`src/hpp_pkg.sv`:
```
// package for the hub port pin and strap logic: register map, field positions, reset values, timing counts
// assumes a single 10 MHz core clock and a synchronous active-low reset
package hpp_pkg;

  // core clock
  localparam int CLK_HZ = 10_000_000;

  // register port widths
  localparam int ADDR_W = 4;
  localparam int DATA_W = 8;

  // port counts and strap width
  localparam int NUM_PORTS  = 4;
  localparam int NUM_GREEN  = 2;
  localparam int STRAP_W    = 2;

  // register offsets
  localparam logic [ADDR_W-1:0] OFS_CTRL   = 4'h0;
  localparam logic [ADDR_W-1:0] OFS_POWER  = 4'h1;
  localparam logic [ADDR_W-1:0] OFS_LED    = 4'h2;
  localparam logic [ADDR_W-1:0] OFS_STATUS = 4'h3;
  localparam logic [ADDR_W-1:0] OFS_STRAP  = 4'h4;

  // control register fields
  localparam int CTRL_CONNECT_EN_BIT = 0;
  localparam int CTRL_CFG_EXT_BIT    = 1;
  localparam int CTRL_LED_EN_BIT     = 2;
  localparam logic [2:0] CTRL_RESET  = 3'h1;

  // power and led request resets
  localparam logic [NUM_PORTS-1:0] POWER_RESET = 4'h0;
  localparam logic [NUM_GREEN-1:0] LED_RESET   = 2'h0;

  // status register fields
  localparam int STAT_SENSE_BIT    = 0;
  localparam int STAT_CONNECT_BIT  = 1;
  localparam int STAT_STRAP_OK_BIT = 2;
  localparam int STAT_POL_BIT      = 3;

  // strap register fields
  localparam int STRAP_DIS_LSB  = 0;
  localparam int STRAP_MASK_LSB = 2;

  // port disable strap codes
  localparam logic [STRAP_W-1:0] DIS_NONE    = 2'h0;
  localparam logic [STRAP_W-1:0] DIS_P4      = 2'h1;
  localparam logic [STRAP_W-1:0] DIS_P4_P3   = 2'h2;
  localparam logic [STRAP_W-1:0] DIS_P4_P3_2 = 2'h3;

  // disabled port masks, bit 0 is port 1
  localparam logic [NUM_PORTS-1:0] MASK_NONE    = 4'h0;
  localparam logic [NUM_PORTS-1:0] MASK_P4      = 4'h8;
  localparam logic [NUM_PORTS-1:0] MASK_P4_P3   = 4'hc;
  localparam logic [NUM_PORTS-1:0] MASK_P4_P3_2 = 4'he;

  // strap settle time after reset release, then its cycle count
  localparam int STRAP_SETTLE_NS     = 500;
  localparam int STRAP_SETTLE_CYCLES = (STRAP_SETTLE_NS * (CLK_HZ / 1_000_000) + 999) / 1000;
  localparam int SETTLE_W            = 4;

endpackage

```
`src/hpp_pins_top.sv`:
```
// hub port pin logic: connect pull-up control, port power enables, green indicators with disable strap
// assumes a 10 MHz core clock, synchronous active-low reset and a plain strobe register port
//
// How it works
// upstream power sense decides the connect pull-up
// one power enable output per downstream port
// power enable active level follows polarity strap
// led support enabled drives greens active low
// default config samples greens as disable strap
// strap 00 enables all, greens active high
// strap 01/10/11 disable ports, set green levels
// captured straps hold until next reset
//
// Decided for this implementation: the placing of the registers and strobed register access.
module hpp_pins_top (
  input  wire logic                            clk,
  input  wire logic                            rst_b,
  input  wire logic                            upstream_power_sense,
  input  wire logic                            power_polarity_strap,
  input  wire logic [hpp_pkg::NUM_GREEN-1:0]   green_indicator_in,
  output logic      [hpp_pkg::NUM_GREEN-1:0]   green_indicator_out,
  output logic      [hpp_pkg::NUM_GREEN-1:0]   green_indicator_oe,
  output logic      [hpp_pkg::NUM_PORTS-1:0]   port_power_enable,
  output logic                                 connect_pullup_en,
  input  wire logic [hpp_pkg::ADDR_W-1:0]      reg_addr,
  input  wire logic [hpp_pkg::DATA_W-1:0]      reg_wr_data,
  input  wire logic                            reg_wr_stb,
  input  wire logic                            reg_rd_stb,
  output logic      [hpp_pkg::DATA_W-1:0]      reg_rd_data
);
  import hpp_pkg::*;

  // synchronised pin levels and captured straps
  logic                 sense_level;
  logic [STRAP_W:0]     strap_level;
  logic [STRAP_W:0]     strap_value;
  logic                 strap_done;
  logic [STRAP_W-1:0]   disable_strap;
  logic                 polarity_high;

  // software state
  logic [2:0]           ctrl_reg;
  logic [2:0]           ctrl_next;
  logic [NUM_PORTS-1:0] power_req_reg;
  logic [NUM_PORTS-1:0] power_req_next;
  logic [NUM_GREEN-1:0] led_req_reg;
  logic [NUM_GREEN-1:0] led_req_next;
  logic [DATA_W-1:0]    rd_data_reg;
  logic [DATA_W-1:0]    rd_data_next;

  // pin outputs
  logic                 connect_reg;
  logic                 connect_next;
  logic [NUM_PORTS-1:0] power_pin_reg;
  logic [NUM_PORTS-1:0] power_pin_next;
  logic [NUM_GREEN-1:0] green_out_reg;
  logic [NUM_GREEN-1:0] green_out_next;
  logic [NUM_GREEN-1:0] green_oe_reg;
  logic [NUM_GREEN-1:0] green_oe_next;

  // derived configuration
  logic [NUM_PORTS-1:0] disabled_mask;
  logic [NUM_GREEN-1:0] green_active_low;
  logic                 cfg_external;
  logic                 led_support;

  // all pins pass the three-flop filter; the greens are read only while not driven
  hpp_sync3 #(
    .WIDTH (1)
  ) u_sense_sync (
    .clk       (clk),
    .rst_b     (rst_b),
    .pin_in    (upstream_power_sense),
    .level_reg (sense_level)
  );

  hpp_sync3 #(
    .WIDTH (STRAP_W + 1)
  ) u_strap_sync (
    .clk       (clk),
    .rst_b     (rst_b),
    .pin_in    ({power_polarity_strap, green_indicator_in}),
    .level_reg (strap_level)
  );

  // straps are caught once after release while the green drivers stay off
  hpp_strap_capture #(
    .WIDTH         (STRAP_W + 1),
    .SETTLE_CYCLES (STRAP_SETTLE_CYCLES)
  ) u_strap_cap (
    .clk             (clk),
    .rst_b           (rst_b),
    .strap_level     (strap_level),
    .strap_value_reg (strap_value),
    .done_reg        (strap_done)
  );

  assign disable_strap = strap_value[STRAP_W-1:0];
  assign polarity_high = strap_value[STRAP_W];
  assign cfg_external  = ctrl_reg[CTRL_CFG_EXT_BIT];
  assign led_support   = ctrl_reg[CTRL_LED_EN_BIT];

  // strap decode applies only under the internal default configuration
  always_comb begin
    disabled_mask = MASK_NONE;
    if (!cfg_external) begin
      case (disable_strap)
        DIS_NONE:    disabled_mask = MASK_NONE;
        DIS_P4:      disabled_mask = MASK_P4;
        DIS_P4_P3:   disabled_mask = MASK_P4_P3;
        DIS_P4_P3_2: disabled_mask = MASK_P4_P3_2;
        default:     disabled_mask = MASK_NONE;
      endcase
    end
  end

  // green active level per pin: strap bit 1 sets port 4, bit 0 sets port 3
  genvar g;
  generate
    for (g = 0; g < NUM_GREEN; g++) begin : g_green_level
      // external config with led support is always active low, default config follows the strap
      assign green_active_low[g] = cfg_external ? 1'b1 : strap_value[g];
    end
  endgenerate

  // register writes
  always_comb begin
    ctrl_next      = ctrl_reg;
    power_req_next = power_req_reg;
    led_req_next   = led_req_reg;
    if (reg_wr_stb) begin
      case (reg_addr)
        OFS_CTRL:  ctrl_next      = reg_wr_data[2:0];
        OFS_POWER: power_req_next = reg_wr_data[NUM_PORTS-1:0];
        OFS_LED:   led_req_next   = reg_wr_data[NUM_GREEN-1:0];
        default:   ctrl_next      = ctrl_reg;
      endcase
    end
  end

  always_ff @(posedge clk) begin
    if (!rst_b) begin
      ctrl_reg      <= CTRL_RESET;
      power_req_reg <= POWER_RESET;
      led_req_reg   <= LED_RESET;
    end else begin
      ctrl_reg      <= ctrl_next;
      power_req_reg <= power_req_next;
      led_req_reg   <= led_req_next;
    end
  end

  // register reads: data stand one cycle only, unmapped offsets read zero
  always_comb begin
    rd_data_next = '0;
    if (reg_rd_stb) begin
      case (reg_addr)
        OFS_CTRL:   rd_data_next[2:0]           = ctrl_reg;
        OFS_POWER:  rd_data_next[NUM_PORTS-1:0] = power_req_reg;
        OFS_LED:    rd_data_next[NUM_GREEN-1:0] = led_req_reg;
        OFS_STATUS: begin
          rd_data_next[STAT_SENSE_BIT]    = sense_level;
          rd_data_next[STAT_CONNECT_BIT]  = connect_reg;
          rd_data_next[STAT_STRAP_OK_BIT] = strap_done;
          rd_data_next[STAT_POL_BIT]      = polarity_high;
        end
        OFS_STRAP:  begin
          rd_data_next[STRAP_DIS_LSB +: STRAP_W]    = disable_strap;
          rd_data_next[STRAP_MASK_LSB +: NUM_PORTS] = disabled_mask;
        end
        default:    rd_data_next = '0;
      endcase
    end
  end

  always_ff @(posedge clk) begin
    if (!rst_b) begin
      rd_data_reg <= '0;
    end else begin
      rd_data_reg <= rd_data_next;
    end
  end

  // pin drive; enables keep their reset level until the straps are known, so release adds no edge of its own
  always_comb begin
    // connect only while upstream power is present and software allows it
    connect_next = strap_done & sense_level & ctrl_reg[CTRL_CONNECT_EN_BIT];
    // one enable per port, level set by the polarity strap; after capture off means the inactive level, before it the pin stays low
    for (int p = 0; p < NUM_PORTS; p++) begin
      power_pin_next[p] = strap_done ? ~polarity_high : 1'b0;
      if (strap_done && power_req_reg[p] && !disabled_mask[p]) begin
        power_pin_next[p] = polarity_high;
      end
    end
    // greens stay released until captured; external config needs led support to drive them
    for (int k = 0; k < NUM_GREEN; k++) begin
      green_oe_next[k]  = strap_done & (~cfg_external | led_support);
      green_out_next[k] = led_req_reg[k] ^ green_active_low[k];
    end
  end

  always_ff @(posedge clk) begin
    if (!rst_b) begin
      connect_reg   <= 1'b0;
      power_pin_reg <= '0;
      green_out_reg <= '0;
      green_oe_reg  <= '0;
    end else begin
      connect_reg   <= connect_next;
      power_pin_reg <= power_pin_next;
      green_out_reg <= green_out_next;
      green_oe_reg  <= green_oe_next;
    end
  end

  assign connect_pullup_en   = connect_reg;
  assign port_power_enable   = power_pin_reg;
  assign green_indicator_out = green_out_reg;
  assign green_indicator_oe  = green_oe_reg;
  assign reg_rd_data         = rd_data_reg;

endmodule

```
`src/hpp_sync3.sv`:
```
// three-flop input synchroniser with agreement filter
// assumes asynchronous pin inputs and the single core clock
module hpp_sync3 #(
  parameter int WIDTH = 1
) (
  input  wire logic             clk,
  input  wire logic             rst_b,
  input  wire logic [WIDTH-1:0] pin_in,
  output logic      [WIDTH-1:0] level_reg
);

  logic [WIDTH-1:0] s1_reg;
  logic [WIDTH-1:0] s2_reg;
  logic [WIDTH-1:0] s3_reg;
  logic [WIDTH-1:0] level_next;

  initial begin
    if (WIDTH < 1) $error("hpp_sync3: WIDTH must be at least 1");
  end

  // a change counts only once stages two and three agree; stage one feeds stage two alone
  always_comb begin
    level_next = (s2_reg & s3_reg) | (level_reg & (s2_reg | s3_reg));
  end

  always_ff @(posedge clk) begin
    if (!rst_b) begin
      s1_reg    <= '0;
      s2_reg    <= '0;
      s3_reg    <= '0;
      level_reg <= '0;
    end else begin
      s1_reg    <= pin_in;
      s2_reg    <= s1_reg;
      s3_reg    <= s2_reg;
      level_reg <= level_next;
    end
  end

endmodule

```
`src/hpp_strap_capture.sv`:
```
// captures strap levels once after reset release and holds them until the next reset
// assumes the strap inputs are already synchronised to clk
module hpp_strap_capture #(
  parameter int WIDTH         = 3,
  parameter int SETTLE_CYCLES = 5
) (
  input  wire logic             clk,
  input  wire logic             rst_b,
  input  wire logic [WIDTH-1:0] strap_level,
  output logic      [WIDTH-1:0] strap_value_reg,
  output logic                  done_reg
);
  import hpp_pkg::*;

  logic [SETTLE_W-1:0] count_reg;
  logic [SETTLE_W-1:0] count_next;
  logic [WIDTH-1:0]    strap_value_next;
  logic                done_next;

  initial begin
    if (SETTLE_CYCLES < 1 || SETTLE_CYCLES >= (1 << SETTLE_W))
      $error("hpp_strap_capture: SETTLE_CYCLES out of range");
  end

  // wait for the synchroniser to fill with pin levels, then latch once
  always_comb begin
    count_next       = count_reg;
    strap_value_next = strap_value_reg;
    done_next        = done_reg;
    if (!done_reg) begin
      if (count_reg == SETTLE_W'(SETTLE_CYCLES - 1)) begin
        strap_value_next = strap_level;
        done_next        = 1'b1;
      end else begin
        count_next = count_reg + SETTLE_W'(1);
      end
    end
  end

  // captured value never changes again until reset is asserted
  always_ff @(posedge clk) begin
    if (!rst_b) begin
      count_reg       <= '0;
      strap_value_reg <= '0;
      done_reg        <= 1'b0;
    end else begin
      count_reg       <= count_next;
      strap_value_reg <= strap_value_next;
      done_reg        <= done_next;
    end
  end

endmodule

```
`config.mk`:
```
export PLATFORM = sky130hd
export DESIGN_NAME = hpp_pins_top
export DESIGN_NICKNAME = d
export VERILOG_FILES = /design/src/hpp_pkg.sv /design/src/hpp_pins_top.sv /design/src/hpp_sync3.sv /design/src/hpp_strap_capture.sv
export SDC_FILE = /design/constraint.sdc
export NUM_CORES = 1
export LEC_CHECK = 0
export ABC_AREA = 1
export BUFFER_PORTS_ARGS = -buffer_cell sky130_fd_sc_hd__clkbuf_2
export CAP_MARGIN = 20
export CORE_MARGIN = 2
export CORE_UTILIZATION = 42
export CTS_BUF_LIST = sky130_fd_sc_hd__clkbuf_4 sky130_fd_sc_hd__clkbuf_8
export CTS_CLUSTER_DIAMETER = 40
export DETAILED_ROUTE_END_ITERATION = 8
export HOLD_SLACK_MARGIN = 0.08
export SLEW_MARGIN = 0
export SYNTH_ARGS = -nofsm -noshare
export SYNTH_HDL_FRONTEND = slang
export SYNTH_SLANG_ARGS = --single-unit
```
`constraint.sdc`:
```
create_clock -name clk -period 2.5 [get_ports clk]
set_input_delay 0.5 -clock clk [delete_from_list [all_inputs] [get_ports clk]]
set_output_delay 0.5 -clock clk [all_outputs]
set_load 0.01 [all_outputs]
```
==> impl_metrics.py, run 1 <==
metrics = {
    "synthesis": {
        "yosys.area.top_type": "dfxtp_1",
        "synth_area_leaders": "dfxtp_1, nand3_1, nand2_1, a21oi_1, inv_1",
        "ys_ff_latch": 47,
        "ys_seq_area_share_pct": 52.37,
        "synth.cell_area_um2": 1797,
        "netlist.area_leader.share_pct": 52.37,
        "synth_cell_types": 21,
        "synth_cells": 233,
        "yosysWarningCount": 0,
        "avgSynthCellArea_um2": 7.711,
    },
    "routing": {
        "drt_pass1_iterations": 4,
        "vias_per_cell": 4.727,
        "routed_wl_um": 3308,
        "route.vias.total": 1489,
        "wire_per_inst_um": 10.50,
        "remaining_drc_errors": 0,
        "first_iter_violations": 136,
        "ant_nets": 0,
    },
    "layout": {
        "drive_above_1_share_pct": 16.98,
        "syn_to_final_growth_pct": 14.35,
        "layout_commonest_cell": "dfxtp_1",
        "largest_register_ffs": 6,
        "final_area_um2": 2054,
        "final.fill_count": 418,
        "layout_common_cells": "dfxtp_1, nand2_1, inv_1",
        "fin_nets": 286,
        "multi_input_area_um2": 685.7,
        "seqCellArea_um2": 940.9,
        "n_antenna_cell": 0,
    },
    "timing": {
        "final-setup-viol-count": 0,
        "fin_worst_skew_ns": 0.005705,
        "hold_viol": 0,
        "slew_viol_final": 0,
        "timing.final.crit_share_pct": 54.44,
        "finalWorstSetupSlack_ns": 1.139,
        "relSlewSlack_pct": 61.62,
        "timing.fmax_mhz": 734.7,
        "rsz0062_at_grt": "false",
        "tightest_slew_ns": 0.5757,
        "fin_setup_tns_ns": 0,
        "period_minus_slack_ns": 1.361,
    },
    "clocking": {
        "insertion_delay_ns": 0.29,
        "cts.reportedPaths.clkPinSlew_ns": 0.08,
        "cts-htree-levels": 2,
        "cts_setup_buffers": 0,
        "ctsHoldBuffers": 0,
        "cts_buffers": 5,
        "clockBufferDepth": 2,
        "tritoncts": "built",
        "cts_root_buffer": "clkbuf_8",
        "cts-resized-gates": 0,
        "cts.sinks": 47,
    },
    "place": {
        "dpl.hpwl_um": 2459,
        "place_congestion": 0.8204,
        "placed_cell_area_um2": 1971,
        "dp_slack_ns": 0.8617,
        "portBuffers": 30,
    },
    "global_route": {
        "gr-total-overflow": 0,
        "grt_max_degree": 33,
        "grt_pass1_vias": 1328,
        "antenna_found_initial": 0,
        "track_usage_pct": 14.85,
        "grt_pass1_wl_um": 5802,
    },
    "pwr": {
        "finalPower_uw": 1455,
        "irDropWorstVdd_mv": 0.3769,
        "total_leakage_power_uw": 0.0009775,
        "p_per_area_nw_per_um2": 708.4,
    },
    "worst_hold_path": {
        "hold_path.class": "input port to flop",
    },
    "critical_path": {
        "worstPathMaxFanout": 7,
        "required_ns": 2.73,
        "critical_path_class": "flop to flop",
        "critPathLaunchType": "flop",
        "arrival_ns": 1.59,
        "setup.worst_path.end_class": "flop",
    },
    "die": {
        "die_area_um2": 4817,
        "core-area_um2": 4058,
        "io_pins": 37,
        "num_rows": 23,
        "die_y_um": 69.41,
        "fp.dieW_um": 69.41,
        "start_util_pct": 44.28,
    },
    "outcome": {
        "outcome": "finished, final reports clean",
    },
    "flow_run": {
        "maxCapViolations": 0,
    },
}
[worst paths after layout]
path	start	to	slack, ns	cells after the start
max	u_strap_cap.count_reg[0]	u_strap_cap.count_reg[3]	1.14	7
min	green_indicator_in[1]	u_strap_sync.s1_reg[1]	0.38	3
max reg2reg	u_strap_cap.count_reg[0]	u_strap_cap.count_reg[3]	1.14	7
min reg2reg	u_strap_sync.s1_reg[1]	u_strap_sync.s2_reg[1]	0.41	2
[cell usage after synthesis (all sizes together)]
library cell,count
xor2,1
o21ai,21
inv,35
dfxtp,47
buf,6
nand4,1
a21oi,25
nor3,2
nor2,25
conb,1
ha,2
nand3,29
clkbuf,1
nand2,37
[cells by family (layout without fill, tap and decap cells)]
family / Yosys count / count (layout) / synth area share [%]
other: 1 / 2 / 0.2087
AOI/OAI and AO/OA: 46 / 46 / 12.81
buffers and inverters: 42 / 73 / 9.679
DFF: 47 / 47 / 52.37
and+or+nand+nor: 94 / 94 / 23.05
adders and majority gates: 2 / 2 / 1.393
xor gates and xnor gates: 1 / 1 / 0.4876
[where the power goes]
part | leakage, uW | internal (uW) | switching, uW | total (uW)
Sequential | 0.000382 | 799 | 35.8 | 834
Clock | 0.0000477 | 192 | 239 | 431
Combinational | 0.000548 | 67.8 | 123 | 190
[final cells by class]
cell class,count,share of cell area (%)
inverters,35,6.395
clock inverters,3,0.7308
flip-flops and latches,47,45.80
multi-input cells,145,33.37
repair buffers,30,7.308
well taps,50,3.045
clock buffers,5,3.350
[per-stage QoR]
stage	util [%]	hold slack [ns]	cells
after global placement	48.57	0.3921	307
after CTS	50.63	0.3783	315
after detailed placement	48.57	0.3968	307
final	50.63	0.3840	315
after floorplan	-	0.3905	234
after global routing	50.63	0.3827	315
[per-layer routing]
layer | share of wire [%] | global-route usage (%)
met5 | 0 | 0
met4 | 1.2 | 5.229
met3 | 7.3 | 4.506
met2 | 43 | 23.72
met1 | 48 | 18.97
[critical path, cell delays in order (launching register included)]
cell	delay (ns)
dfxtp_1	0.37
inv_1	0.08
ha_1	0.22
nand3_1	0.13
nand2_1	0.16
o21ai_0	0.18
nand2_1	0.06
nor2_1	0.09
No activity file was read; power rests on OpenSTA's default activity.
==> run 2: changes to the inputs <==
==> constraint.sdc (replaced) <==
create_clock -name clk -period 1.3 [get_ports clk]
set_input_delay 0.26 -clock clk [delete_from_list [all_inputs] [get_ports clk]]
set_output_delay 0.26 -clock clk [all_outputs]
set_load 0.01 [all_outputs]
==> run 2 against run 1 <==
Against the previous run: final area is 3.8% higher; final cell count is 1.3% higher; utilization grew 1.9 points; routed wire length up 6.9%; die area did not move; non-clock buffer count up 4; flip-flop and latch count is the same; combinational power increased by 110%.
==> impl_metrics.py, run 2 (synthesized netlist as in run 1, its figures left out) <==
metrics = {
    "routing": {
        "wire_per_inst_um": 11.08,
        "remaining_drc_errors": 0,
        "routed_wl_um": 3536,
        "vias_per_cell": 4.755,
        "first_iter_violations": 114,
        "drt_pass1_iterations": 4,
        "ant_nets": 0,
        "route.vias.total": 1517,
    },
    "worst_hold_path": {
        "hold_path.class": "input port to flop",
    },
    "pwr": {
        "p_per_area_nw_per_um2": 1396,
        "power.share.sequential_pct": 54.2,
        "pwr-share-clk_pct": 32.4,
        "switching_share_pct": 26.12,
        "p_int_uw": 2199,
        "total_leakage_power_uw": 0.001008,
        "pwr-share-comb_pct": 13.4,
        "switchingPower_uw": 777.6,
        "finalPower_uw": 2977,
        "irDropWorstVdd_mv": 0.6182,
    },
    "place": {
        "dpl.hpwl_um": 2680,
        "dp.cells": 311,
        "dp_slack_ns": 0.01941,
        "portBuffers": 30,
        "place_congestion": 0.7920,
    },
    "layout": {
        "layout_commonest_cell": "dfxtp_1",
        "final_core_util_pct": 52.54,
        "stdcell_count": 319,
        "seqCellArea_um2": 943.4,
        "multi_input_area_um2": 698.2,
        "largest_register_ffs": 6,
        "fin_nets": 290,
        "drive_above_1_share_pct": 20.07,
        "layout_common_cells": "dfxtp_1, nand2_1, inv_1",
        "syn_to_final_growth_pct": 18.66,
        "final.fill_count": 408,
        "n_antenna_cell": 0,
    },
    "die": {
        "io_pins": 37,
        "core-area_um2": 4058,
        "num_rows": 23,
        "die_area_um2": 4817,
        "fp.dieW_um": 69.41,
        "start_util_pct": 44.28,
        "die_y_um": 69.41,
    },
    "critical_path": {
        "cp_slowest_cell": "dfxtp_2",
        "critPathBufInv": 2,
        "arrival_ns": 1.42,
        "worstPathMaxFanout": 5,
        "path_cells": "inv_1 > ha_1 > nand4_1 > buf_4 > a21oi_1",
        "required_ns": 1.53,
        "critPathMaxStageDelay_ns": 0.33,
        "setup.worst_path.end_class": "flop",
        "path_delay_family": "flip-flops",
        "critPathLaunchType": "flop",
        "critical_path_class": "flop to flop",
    },
    "outcome": {
        "outcome": "finished, final reports clean",
    },
    "global_route": {
        "grt_util_met1_pct": 18.17,
        "grt_pass1_vias": 1324,
        "gr-total-overflow": 0,
        "antenna_found_initial": 0,
        "met2_usage_pct": 26.18,
        "use_met3_pct": 4.215,
        "grt_max_degree": 28,
        "top_usage_layer": "met2",
        "track_usage_pct": 15.49,
        "grt_pass1_wl_um": 5899,
    },
    "clocking": {
        "insertion_delay_ns": 0.30,
        "cts-resized-gates": 0,
        "tritoncts": "built",
        "cts.reportedPaths.clkPinSlew_ns": 0.08,
        "clockBufferDepth": 2,
        "cts_setup_buffers": 0,
        "cts_buffers": 5,
        "cts_root_buffer": "clkbuf_8",
        "cts.sinks": 47,
        "ctsHoldBuffers": 0,
        "cts-htree-levels": 2,
    },
    "timing": {
        "period_minus_slack_ns": 1.189,
        "slew_viol_final": 0,
        "timing.final.crit_share_pct": 91.45,
        "fin_hold_ws_ns": 0.1396,
        "final-setup-viol-count": 0,
        "finalWorstSetupSlack_ns": 0.1111,
        "timing.fmax_mhz": 841.1,
        "fin_worst_skew_ns": 0.01068,
        "hold_viol": 0,
    },
    "flow_run": {
        "maxCapViolations": 0,
    },
}
-- run 2: cell types whose count changed in the layout (fill, tap and decap cells not counted), sizes merged --
cell / delta
clkbuf: +3
buf: +4
clkinv: -3
-- run 2: path summary, 6_finish.rpt --
check,from,end,slack (ns),cells after the start
worst max-delay path,u_strap_cap.count_reg[0],u_strap_cap.strap_value_reg[1],0.11,5
worst min-delay path,green_indicator_in[1],u_strap_sync.s1_reg[1],0.14,3
worst max register to register,u_strap_cap.count_reg[0],u_strap_cap.strap_value_reg[1],0.11,5
worst min register to register,u_strap_sync.s1_reg[0],u_strap_sync.s2_reg[0],0.42,2
-- run 2: layer usage --
metal	vias to the layer above	part of all wire (%)	wire length, um
li1	811	-	-
met1	661	45	1576
met2	40	49	1742
met3	5	5.1	181
met4	0	1.0	36
met5	-	0	0
-- run 2: power groups by stage --
stage	sequential, uW	clock, uW	combinational (uW)
6_report	1610	965	400
5_1_grt	1630	1040	450
4_1_cts	1610	995	392
3_5_place_dp	1640	0	389
3_3_place_gp	1630	0	386
2_1_floorplan	1630	0	257
-- run 2: area by class of cell --
cell class	count	share of cell area [%]
Multi-Input combinational cell	145	32.75
Tap cell	50	2.934
Sequential cell	47	44.25
Timing Repair Buffer	34	9.038
Inverter	35	6.162
Clock buffer	8	4.871
-- run 2: worst min-delay path, cell delays in order --
cell and delay, ns:
clkbuf_2 0.07, nand2_1 0.04, inv_1 0.04
-- run 2: through the flow --
stage / instance area (um^2) / setup TNS [ns]
after floorplan: 1800 / 0
after global routing: 2132 / -0.0004866
after detailed placement: 2013 / 0
final: 2132 / 0
after CTS: 2117 / 0
after global placement: 2013 / 0
